## src/force_limit_pkg.sv

```systemverilog
// Constants, carrier types and reset values for the force limit selector.
// Assumes one clock domain; all settings arrive as plain synchronous ports.
//
// How it works
// - Four limit sources: internal, external, command, bits.
// - Limits above motor maximum use motor maximum.
// - Forward internal limit 0..800%, default 30, immediate.
// - Reverse internal limit same, reverse direction only.
// - All limit settings are percent of rated force.
// - Forward input closed: smaller of internal, external.
// - Forward input open: forward internal limit only.
// - Reverse input closed: smaller of internal, external.
// - Reverse input open: reverse internal limit only.
// - External limits 0..800%, default 100, immediate.
// - Limit inputs ignored unless allocated to pins.
// - Clamp status closed while force is clamped.
// - Clamp status appears only once allocated.
// - Direction select 0: count-up is forward.
package force_limit_pkg;

  // ----------------------------------------------------------------
  // Widths and limits
  // ----------------------------------------------------------------
  localparam int PCT_W = 10;
  localparam int FORCE_W = 16;
  localparam logic [PCT_W-1:0] LIMIT_MAX_PCT = 10'h320;     // 800 %
  localparam logic [PCT_W-1:0] INT_LIMIT_DEFAULT = 10'h01E; // 30 %
  localparam logic [PCT_W-1:0] EXT_LIMIT_DEFAULT = 10'h064; // 100 %, host side default
  localparam logic [FORCE_W-1:0] FORCE_RST = 16'h0000;

  // ----------------------------------------------------------------
  // Carriers
  // ----------------------------------------------------------------
  // The per-direction settings one direction needs to pick its limit
  typedef struct packed {
    logic [PCT_W-1:0] internal_pct;
    logic [PCT_W-1:0] external_pct;
    logic ext_in_n;
    logic ext_alloc;
    logic cmd_bit;
  } dir_cfg_t;

  typedef struct packed {
    logic [FORCE_W-1:0] force_out;
    logic clamped;
    logic clamped_out_n;
    logic [PCT_W-1:0] fwd_lim;
    logic [PCT_W-1:0] rev_lim;
  } limiter_state_t;

  localparam limiter_state_t STATE_RST = '{
    force_out: FORCE_RST,
    clamped: 1'b0,
    clamped_out_n: 1'b1,
    fwd_lim: INT_LIMIT_DEFAULT,
    rev_lim: INT_LIMIT_DEFAULT
  };

endpackage

```

## src/dir_limit_select.sv

```systemverilog
// Effective force limit for one direction, purely combinational.
// Assumes settings are held stable by the caller between changes.
`timescale 1ns/10ps
module dir_limit_select
  import force_limit_pkg::*;
(
  input dir_cfg_t cfg,
  input wire logic cmd_limit_en,
  input wire logic [PCT_W-1:0] command_force_limit_value,
  input wire logic [PCT_W-1:0] motor_max_pct,
  output logic [PCT_W-1:0] eff_limit_pct
);

  // ----------------------------------------------------------------
  // Helpers
  // ----------------------------------------------------------------
  // Out-of-range settings are held at the top of the range
  function automatic logic [PCT_W-1:0] clip(input logic [PCT_W-1:0] v);
    clip = (v > LIMIT_MAX_PCT) ? LIMIT_MAX_PCT : v;
  endfunction

  function automatic logic [PCT_W-1:0] min2(input logic [PCT_W-1:0] a, input logic [PCT_W-1:0] b);
    min2 = (a < b) ? a : b;
  endfunction

  // ----------------------------------------------------------------
  // Selection
  // ----------------------------------------------------------------
  // Internal limit always applies; each active source can only lower it
  always_comb begin
    eff_limit_pct = clip(cfg.internal_pct);
    if (cfg.ext_alloc && !cfg.ext_in_n) begin
      eff_limit_pct = min2(eff_limit_pct, clip(cfg.external_pct));
    end
    if (cfg.cmd_bit) begin
      eff_limit_pct = min2(eff_limit_pct, clip(cfg.external_pct));
    end
    if (cmd_limit_en) begin
      eff_limit_pct = min2(eff_limit_pct, clip(command_force_limit_value));
    end
    eff_limit_pct = min2(eff_limit_pct, motor_max_pct);
  end

endmodule

```

## src/drive_force_limit_select.sv

```systemverilog
// Force limit selector: clamps the signed force command (percent of
// rated force) to the effective forward and reverse limits.
// Assumes all inputs are synchronous to ref_clk and settings are static
// apart from deliberate changes, which act on the next command.
`timescale 1ns/10ps
module drive_force_limit_select
  import force_limit_pkg::*;
(
  input wire logic ref_clk,
  input wire logic reset,
  input wire logic signed [FORCE_W-1:0] force_cmd,
  input wire logic [PCT_W-1:0] fwd_internal_limit_pct,
  input wire logic [PCT_W-1:0] rev_internal_limit_pct,
  input wire logic [PCT_W-1:0] fwd_external_limit_pct,
  input wire logic [PCT_W-1:0] rev_external_limit_pct,
  input wire logic [PCT_W-1:0] motor_max_pct,
  input wire logic fwd_ext_limit_in_n,
  input wire logic rev_ext_limit_in_n,
  input wire logic fwd_limit_input_alloc,
  input wire logic rev_limit_input_alloc,
  input wire logic clamp_status_output_alloc,
  input wire logic motion_direction_select,
  input wire logic cmd_limit_en,
  input wire logic [PCT_W-1:0] command_force_limit_value,
  input wire logic fwd_cmd_limit_bit,
  input wire logic rev_cmd_limit_bit,
  output logic signed [FORCE_W-1:0] force_out,
  output logic force_clamped_out_n,
  output logic [PCT_W-1:0] fwd_limit_now,
  output logic [PCT_W-1:0] rev_limit_now
);

  // ----------------------------------------------------------------
  // Per-direction limit selection
  // ----------------------------------------------------------------
  dir_cfg_t cfg [2];
  logic [PCT_W-1:0] eff_lim [2];
  logic [PCT_W-1:0] pos_lim;
  logic [PCT_W-1:0] neg_lim;
  logic signed [FORCE_W-1:0] pos_lim_s;
  logic signed [FORCE_W-1:0] neg_lim_s;
  limiter_state_t state_q;
  limiter_state_t state_d;

  // Index 0 is forward, index 1 is reverse
  assign cfg[0] = '{internal_pct: fwd_internal_limit_pct, external_pct: fwd_external_limit_pct,
                    ext_in_n: fwd_ext_limit_in_n, ext_alloc: fwd_limit_input_alloc,
                    cmd_bit: fwd_cmd_limit_bit};
  assign cfg[1] = '{internal_pct: rev_internal_limit_pct, external_pct: rev_external_limit_pct,
                    ext_in_n: rev_ext_limit_in_n, ext_alloc: rev_limit_input_alloc,
                    cmd_bit: rev_cmd_limit_bit};

  genvar gi;
  generate
    for (gi = 0; gi < 2; gi++) begin : g_dir
      dir_limit_select u_sel (
        .cfg(cfg[gi]),
        .cmd_limit_en(cmd_limit_en),
        .command_force_limit_value(command_force_limit_value),
        .motor_max_pct(motor_max_pct),
        .eff_limit_pct(eff_lim[gi])
      );
    end
  endgenerate

  // ----------------------------------------------------------------
  // Direction mapping
  // ----------------------------------------------------------------
  // Select 1 flips which sign of command counts as forward
  assign pos_lim = motion_direction_select ? eff_lim[1] : eff_lim[0];
  assign neg_lim = motion_direction_select ? eff_lim[0] : eff_lim[1];
  assign pos_lim_s = signed'({{(FORCE_W-PCT_W){1'b0}}, pos_lim});
  assign neg_lim_s = signed'({{(FORCE_W-PCT_W){1'b0}}, neg_lim});

  // ----------------------------------------------------------------
  // Next state
  // ----------------------------------------------------------------
  // Limits act combinationally so a setting change hits the very next command
  always_comb begin
    state_d = state_q;
    state_d.fwd_lim = eff_lim[0];
    state_d.rev_lim = eff_lim[1];
    state_d.clamped = 1'b0;
    if (force_cmd > pos_lim_s) begin
      state_d.force_out = pos_lim_s;
      state_d.clamped = 1'b1;
    end else if (force_cmd < -neg_lim_s) begin
      state_d.force_out = -neg_lim_s;
      state_d.clamped = 1'b1;
    end else begin
      state_d.force_out = force_cmd;
    end
    // Open (high) unless allocated and clamping
    state_d.clamped_out_n = !(state_d.clamped && clamp_status_output_alloc);
  end

  // State register
  always_ff @(posedge ref_clk or posedge reset) begin
    if (reset) begin
      state_q <= STATE_RST;
    end else begin
      state_q <= state_d;
    end
  end

  // Outputs straight from flip-flops
  assign force_out = state_q.force_out;
  assign force_clamped_out_n = state_q.clamped_out_n;
  assign fwd_limit_now = state_q.fwd_lim;
  assign rev_limit_now = state_q.rev_lim;

  // ----------------------------------------------------------------
  // Checks
  // ----------------------------------------------------------------
  // Reference internal-only limits, for comparing against the selectors
  logic [PCT_W-1:0] fwd_int_ref;
  logic [PCT_W-1:0] rev_int_ref;
  logic fwd_src_idle;
  logic rev_src_idle;
  assign fwd_int_ref = (fwd_internal_limit_pct > LIMIT_MAX_PCT) ? LIMIT_MAX_PCT : fwd_internal_limit_pct;
  assign rev_int_ref = (rev_internal_limit_pct > LIMIT_MAX_PCT) ? LIMIT_MAX_PCT : rev_internal_limit_pct;
  assign fwd_src_idle = !cmd_limit_en && !fwd_cmd_limit_bit && motor_max_pct >= LIMIT_MAX_PCT;
  assign rev_src_idle = !cmd_limit_en && !rev_cmd_limit_bit && motor_max_pct >= LIMIT_MAX_PCT;

  property p_pos_clamp;
    @(posedge ref_clk) disable iff (reset)
    (!$past(reset) && $past(force_cmd) > $past(pos_lim_s)) |-> (force_out == $past(pos_lim_s) && state_q.clamped);
  endproperty
  a_pos_clamp: assert property (p_pos_clamp) else $error("positive command not held at limit");

  property p_neg_clamp;
    @(posedge ref_clk) disable iff (reset)
    (!$past(reset) && $past(force_cmd) < -$past(neg_lim_s)) |-> force_out == -$past(neg_lim_s);
  endproperty
  a_neg_clamp: assert property (p_neg_clamp) else $error("negative command not held at limit");

  property p_pass;
    @(posedge ref_clk) disable iff (reset)
    (!$past(reset) && !state_q.clamped) |-> force_out == $past(force_cmd);
  endproperty
  a_pass: assert property (p_pass) else $error("unclamped command altered");

  property p_status;
    @(posedge ref_clk) disable iff (reset)
    (!$past(reset) && $past(clamp_status_output_alloc) && $past(force_cmd) > $past(pos_lim_s)) |->
      !force_clamped_out_n;
  endproperty
  a_status: assert property (p_status) else $error("clamp status not closed while clamping");

  property p_unalloc_status;
    @(posedge ref_clk) disable iff (reset)
    !clamp_status_output_alloc ##1 1'b1 |-> force_clamped_out_n;
  endproperty
  a_unalloc_status: assert property (p_unalloc_status) else $error("status driven while unallocated");

  property p_fwd_ext_on;
    @(posedge ref_clk) disable iff (reset)
    (fwd_limit_input_alloc && !fwd_ext_limit_in_n) |-> (eff_lim[0] <= fwd_int_ref && eff_lim[0] <= fwd_external_limit_pct);
  endproperty
  a_fwd_ext_on: assert property (p_fwd_ext_on) else $error("forward external limit not applied");

  property p_fwd_ext_off;
    @(posedge ref_clk) disable iff (reset)
    ((fwd_ext_limit_in_n || !fwd_limit_input_alloc) && fwd_src_idle) |-> eff_lim[0] == fwd_int_ref;
  endproperty
  a_fwd_ext_off: assert property (p_fwd_ext_off) else $error("forward limit not internal alone");

  property p_rev_ext_on;
    @(posedge ref_clk) disable iff (reset)
    (rev_limit_input_alloc && !rev_ext_limit_in_n) |-> (eff_lim[1] <= rev_int_ref && eff_lim[1] <= rev_external_limit_pct);
  endproperty
  a_rev_ext_on: assert property (p_rev_ext_on) else $error("reverse external limit not applied");

  property p_rev_ext_off;
    @(posedge ref_clk) disable iff (reset)
    ((rev_ext_limit_in_n || !rev_limit_input_alloc) && rev_src_idle) |-> eff_lim[1] == rev_int_ref;
  endproperty
  a_rev_ext_off: assert property (p_rev_ext_off) else $error("reverse limit not internal alone");

  property p_motor_max;
    @(posedge ref_clk) disable iff (reset)
    1'b1 |=> (fwd_limit_now <= $past(motor_max_pct) && rev_limit_now <= $past(motor_max_pct));
  endproperty
  a_motor_max: assert property (p_motor_max) else $error("limit above motor maximum");

  property p_dir_map;
    @(posedge ref_clk) disable iff (reset)
    (!motion_direction_select && force_cmd > signed'({6'h00, eff_lim[0]})) |=>
      force_out == signed'({6'h00, $past(eff_lim[0])});
  endproperty
  a_dir_map: assert property (p_dir_map) else $error("direction mapping wrong");

  property p_rev_dir_map;
    @(posedge ref_clk) disable iff (reset)
    (motion_direction_select && force_cmd > signed'({6'h00, eff_lim[1]})) |=>
      force_out == signed'({6'h00, $past(eff_lim[1])});
  endproperty
  a_rev_dir_map: assert property (p_rev_dir_map) else $error("swapped direction uses wrong limit");

  // Status must follow both signs of clamping, and stay open otherwise
  property p_neg_status;
    @(posedge ref_clk) disable iff (reset)
    (!$past(reset) && $past(clamp_status_output_alloc) && $past(force_cmd) < -$past(neg_lim_s)) |->
      !force_clamped_out_n;
  endproperty
  a_neg_status: assert property (p_neg_status) else $error("clamp status not closed on negative clamp");

  property p_open_status;
    @(posedge ref_clk) disable iff (reset)
    (!$past(reset) && $past(force_cmd) <= $past(pos_lim_s) && $past(force_cmd) >= -$past(neg_lim_s)) |->
      force_clamped_out_n;
  endproperty
  a_open_status: assert property (p_open_status) else $error("clamp status closed without clamping");

  // Extra sources may only lower the limit, never raise it
  property p_int_cap;
    @(posedge ref_clk) disable iff (reset)
    1'b1 |-> (eff_lim[0] <= fwd_int_ref && eff_lim[1] <= rev_int_ref);
  endproperty
  a_int_cap: assert property (p_int_cap) else $error("limit above internal setting");

  property p_cmd_limit;
    @(posedge ref_clk) disable iff (reset)
    cmd_limit_en |-> (eff_lim[0] <= command_force_limit_value && eff_lim[1] <= command_force_limit_value);
  endproperty
  a_cmd_limit: assert property (p_cmd_limit) else $error("command limit value not applied");

  property p_cmd_bits;
    @(posedge ref_clk) disable iff (reset)
    (fwd_cmd_limit_bit || rev_cmd_limit_bit) |->
      ((!fwd_cmd_limit_bit || eff_lim[0] <= fwd_external_limit_pct) &&
       (!rev_cmd_limit_bit || eff_lim[1] <= rev_external_limit_pct));
  endproperty
  a_cmd_bits: assert property (p_cmd_bits) else $error("command limit bit not applied");

endmodule

```

## config.mk

```make
export PLATFORM = sky130hd
export DESIGN_NAME = drive_force_limit_select
export DESIGN_NICKNAME = d
export VERILOG_FILES = /design/src/force_limit_pkg.sv /design/src/dir_limit_select.sv /design/src/drive_force_limit_select.sv
export SDC_FILE = /design/constraint.sdc
export NUM_CORES = 1
export LEC_CHECK = 0
export BUFFER_PORTS_ARGS = -buffer_cell sky130_fd_sc_hd__buf_2
export CAP_MARGIN = 5
export CORE_MARGIN = 3
export CORE_UTILIZATION = 55
export DETAILED_ROUTE_END_ITERATION = 6
export PLACE_DENSITY = 0.89
export SLEW_MARGIN = 10
export SYNTH_ARGS = -nofsm -noshare
export SYNTH_HDL_FRONTEND = slang
export SYNTH_SLANG_ARGS = --single-unit
```

## constraint.sdc

```tcl
create_clock -name ref_clk -period 1.3 [get_ports ref_clk]
set_input_delay 0.195 -clock ref_clk [delete_from_list [all_inputs] [get_ports ref_clk]]
set_output_delay 0.195 -clock ref_clk [all_outputs]
set_load 0.01 [all_outputs]
```

==> impl_metrics.json, run 1 <==
{
  "placed_cells": 1258,
  "ys_warn_count": 0,
  "cts-resized-gates": 228,
  "dp_hpwl_um": 21480,
  "outcome": "stopped before the end",
  "cts_post_setup_buffers_inserted": 102,
  "fp.dieH_um": 107.9,
  "cts.sinks": 37,
  "synth-seq-cells": 37,
  "die_w_um": 107.9,
  "first-error": "[ERROR DPL-0038] Utilization greater than 100%, impossible to legalize",
  "portBuffers": 123,
  "place.gp.congestion": 1.110,
  "syn_area_per_cell_um2": 7.785,
  "h-tree-depth": 2,
  "synthCells": 733,
  "rows": 36,
  "synth_seq_area_share": 0.1642,
  "holdBufCountCts": 0,
  "ys_types": 75,
  "cts-root-buf": "clkbuf_8",
  "cts_buffers": 5,
  "initial_core_util": 0.5759,
  "synth_area_um2": 5707,
  "synth-edff-count": 0,
  "synth_ff_type": "dfrtp_1",
  "lastStage": "clock tree synthesis",
  "io_pins": 124,
  "syn-num-nets": 918,
  "dpl_cell_area_um2": 8760,
  "ys_async_sr_fraction": 1.000,
  "clock_path_buffers": 2
}
==> cells in the mapped netlist, types with 3 or more instances <==
cell type | instances | area share
a211o_1 | 3 | 0.0046
a211oi_1 | 13 | 0.017
a21o_1 | 12 | 0.016
a21oi_1 | 42 | 0.037
a22oi_1 | 3 | 0.0039
a31o_2 | 3 | 0.0046
a31oi_1 | 4 | 0.0044
and2_1 | 9 | 0.0099
and4_1 | 6 | 0.0092
clkbuf_1 | 16 | 0.011
dfrtp_1 | 28 | 0.12
dfstp_2 | 9 | 0.041
ha_1 | 98 | 0.21
inv_1 | 61 | 0.040
mux2_2 | 8 | 0.016
mux2i_1 | 23 | 0.040
nand2_1 | 77 | 0.051
nand2b_1 | 8 | 0.0088
nand3_1 | 17 | 0.015
nand3b_1 | 3 | 0.0039
nand4_1 | 16 | 0.018
nor2_1 | 55 | 0.036
nor2b_1 | 18 | 0.020
nor3_1 | 17 | 0.015
o211a_1 | 3 | 0.0053
o211ai_1 | 9 | 0.012
o21a_1 | 18 | 0.024
o21ai_0 | 62 | 0.054
o21ai_1 | 6 | 0.0053
o21ai_2 | 3 | 0.0046
o221ai_1 | 6 | 0.0092
o22ai_1 | 8 | 0.0088
o2bb2ai_1 | 3 | 0.0046
or4_1 | 6 | 0.0079
xor2_1 | 3 | 0.0046
==> per-stage QoR <==
stage / setup slack (ps) / setup TNS (ps)
after global placement: -9433 / -293930
after floorplan: -8659 / -267960
after detailed placement: -10500 / -324200
==> cell families after synthesis <==
group / after synthesis / synth area share
compound gates: 235 / 0.2798
xor+xnor: 4 / 0.006140
fa+ha+maj: 98 / 0.2149
buf+inv: 84 / 0.05963
flops: 37 / 0.1642
mux: 33 / 0.06270
simple gates: 242 / 0.2127
==> inputs of run 2 (changes only) <==
- CORE_UTILIZATION: 55 -> 40
- PLACE_DENSITY: 0.89 -> not set
- PLACE_DENSITY_LB_ADDON: not set -> 0.15
==> run 2 against run 1 <==
Against the previous run:
- the flow now finishes, with violations (negative setup slack)
- synthesized area is the same
- synthesized cell count is the same
==> impl_metrics.json, run 2 <==
{
  "synth_top_cell_by_area": "ha_1",
  "synth_top_family_by_area": "compound AO/OA/AOI/OAI gates",
  "rows": 43,
  "finalWorstSetupSlack_ps": -9603,
  "synthCells": 733,
  "grt_pass1_vias": 8029,
  "die_w_um": 125.4,
  "path_class": "in -> reg",
  "final-seq-area_um2": 937.1,
  "drt-initial-drc-count": 813,
  "h-tree-depth": 2,
  "timing.final.crit_share": 8.387,
  "syn_to_final_growth_pct": 103.7,
  "ir_worst_vdd_uv": 669.0,
  "cts.sinks": 37,
  "core_area_um2": 13930,
  "syn_area_per_cell_um2": 7.785,
  "synthMuxAreaShare": 0.06271,
  "holdBufCountCts": 0,
  "synth-compound-area-share": 0.2798,
  "drc": 0,
  "cp.arrival_ps": 11100,
  "dpl_cell_area_um2": 8919,
  "ant_nets": 0,
  "powerDensity_nw_per_um2": 1191,
  "synth-seq-cells": 37,
  "layout_common_cells": "buf_4, buf_2, ha_1, buf_6, nand2_1",
  "setup-violations-final": 37,
  "critPathLaunchType": "input port",
  "endpoint_kind": "flop",
  "fmax_mhz": 91.72,
  "die_area_um2": 15740,
  "final_layout_size_suffix_gt1_frac": 0.6429,
  "rsz0062_at_grt": "true",
  "portBuffers": 123,
  "via_per_inst": 5.855,
  "violations": "negative setup slack",
  "num_antenna_cells": 0,
  "hp-class": "in -> async",
  "initial_core_util": 0.4095,
  "syn-num-nets": 918,
  "synthAdderAreaFrac": 0.2149,
  "final_area_um2": 11630,
  "ys_types": 75,
  "outcome": "finished with violations",
  "io_pins": 124,
  "synth.top_cell.area_share": 0.2149,
  "multi_input_area_um2": 6030,
  "dp_hpwl_um": 18850,
  "grt.total_usage": 0.3007,
  "grt_max_degree": 38,
  "finalSetupTns_ps": -299850,
  "tightest_slew_ps": 451.7,
  "synth-edff-count": 0,
  "fillers": 770,
  "synth_area_leaders": "ha_1, dfrtp_1, o21ai_0",
  "grt_pass1_wl_um": 39370,
  "ys_warn_count": 0,
  "fp.dieH_um": 125.4,
  "fin_hold_ws_ps": 16.62,
  "grt_overflow_total": 0,
  "critical-path-slowest-cell": "or4_1",
  "cts_tree": "done",
  "cts-root-buf": "clkbuf_16",
  "synth_area_um2": 5707,
  "critPathMostFrequentCell": "buf_4",
  "final_common_cell": "buf_4",
  "critPathMaxStageDelay_ps": 500,
  "max-slew-margin-rel": 0.6989,
  "synthXorXnorAreaFrac": 0.006139,
  "path_clk_slew_ps": 50,
  "antenna_found_initial": 0,
  "drt-total-wl_um": 30090,
  "nets": 1444,
  "largest_reg_flops": 16,
  "synth_ff_type": "dfrtp_1",
  "vias": 8431,
  "ys_async_sr_fraction": 1.000,
  "wl_per_cell_um": 20.90,
  "synth_seq_area_share": 0.1642,
  "place.gp.congestion": 0.9906,
  "cp_max_fo": 6,
  "required_ps": 1500,
  "maxSlewViolCount": 0,
  "ys_top_cells_by_count": "ha_1, nand2_1, o21ai_0",
  "clock_path_buffers": 2,
  "cts_buffers": 5,
  "fin_crit_ps": 10900,
  "yosys.area_share.simple": 0.2127,
  "p_leak_nw": 5.651,
  "maxCapViolations": 0,
  "drt_first_pass_iters": 6,
  "hold_viol": 0,
  "yosysMostFrequentCell": "ha_1"
}
## run 2: timing repair
action	in CTS	in global routing
setup buffers	82	44
cloned	5	1
resized for setup	177	192
setup endpoints to repair	37	37
pin swaps	63	114
## run 2: how the worst max path moves through the flow
| stage | slack, ps | cells past startpoint | to | start |
|---|---|---|---|---|
| after floorplan | -8660 | 53 | force_out[7]$_DFF_PP0_ | fwd_external_limit_pct[0] |
| after global placement | -9910 | 53 | force_out[0]$_DFF_PP0_ | rev_external_limit_pct[0] |
| after detailed placement | -10110 | 53 | force_out[0]$_DFF_PP0_ | rev_internal_limit_pct[4] |
| after CTS | -9010 | 58 | force_out[8]$_DFF_PP0_ | rev_internal_limit_pct[4] |
| after global routing | -9870 | 64 | force_out[7]$_DFF_PP0_ | rev_external_limit_pct[1] |
| final | -9600 | 64 | force_out[7]$_DFF_PP0_ | rev_external_limit_pct[1] |
## run 2: layout make-up
class	instances	share of cell area
well taps	180	0.01937
clock buffers	5	0.01076
clock inverters	3	0.001507
multi-input cells	615	0.5186
flip-flops and latches	37	0.08061
repair buffers	539	0.3492
inverters	61	0.01991
## run 2: layer usage
layer	global-route usage	vias up	part of all wire
met5	0	-	0
met4	0.1116	0	0.070
met3	0.03503	185	0.072
met2	0.5233	508	0.48
met1	0.3819	3937	0.38
li1	-	3801	-
## run 2: logic make-up after synthesis
kind of cell             after synthesis
AND/OR/NAND/NOR                      242
AO/OA/AOI/OAI                        235
adder cells (fa/ha/maj)               98
buffers and inverters                 84
flip-flops                            37
multiplexers                          33
XOR/XNOR                               4
## run 2: metrics by stage
step	utilization	total power, W	setup WS (ps)	cells
CTS	0.7473	0.01146	-9013	1408
global placement	0.6400	0.008602	-9910	1315
finish	0.8343	0.01385	-9603	1440
global route	0.8343	0.01452	-9866	1440
floorplan	-	0.005298	-8659	733
detailed placement	0.6400	0.008797	-10110	1315
## run 2: power by group
group	internal, W	switching [W]
registers	0.00154	0.0000817
clock network	0.000701	0.000450
logic	0.00576	0.00532
## run 2: critical path: cells and delay by family
kind | cells | cell delay (ps)
fa+ha+maj | 5 | 1290
compound gates | 32 | 5440
mux | 1 | 140
buf+inv | 12 | 1680
simple gates | 14 | 2300
Power figures use the tool's default switching activity.
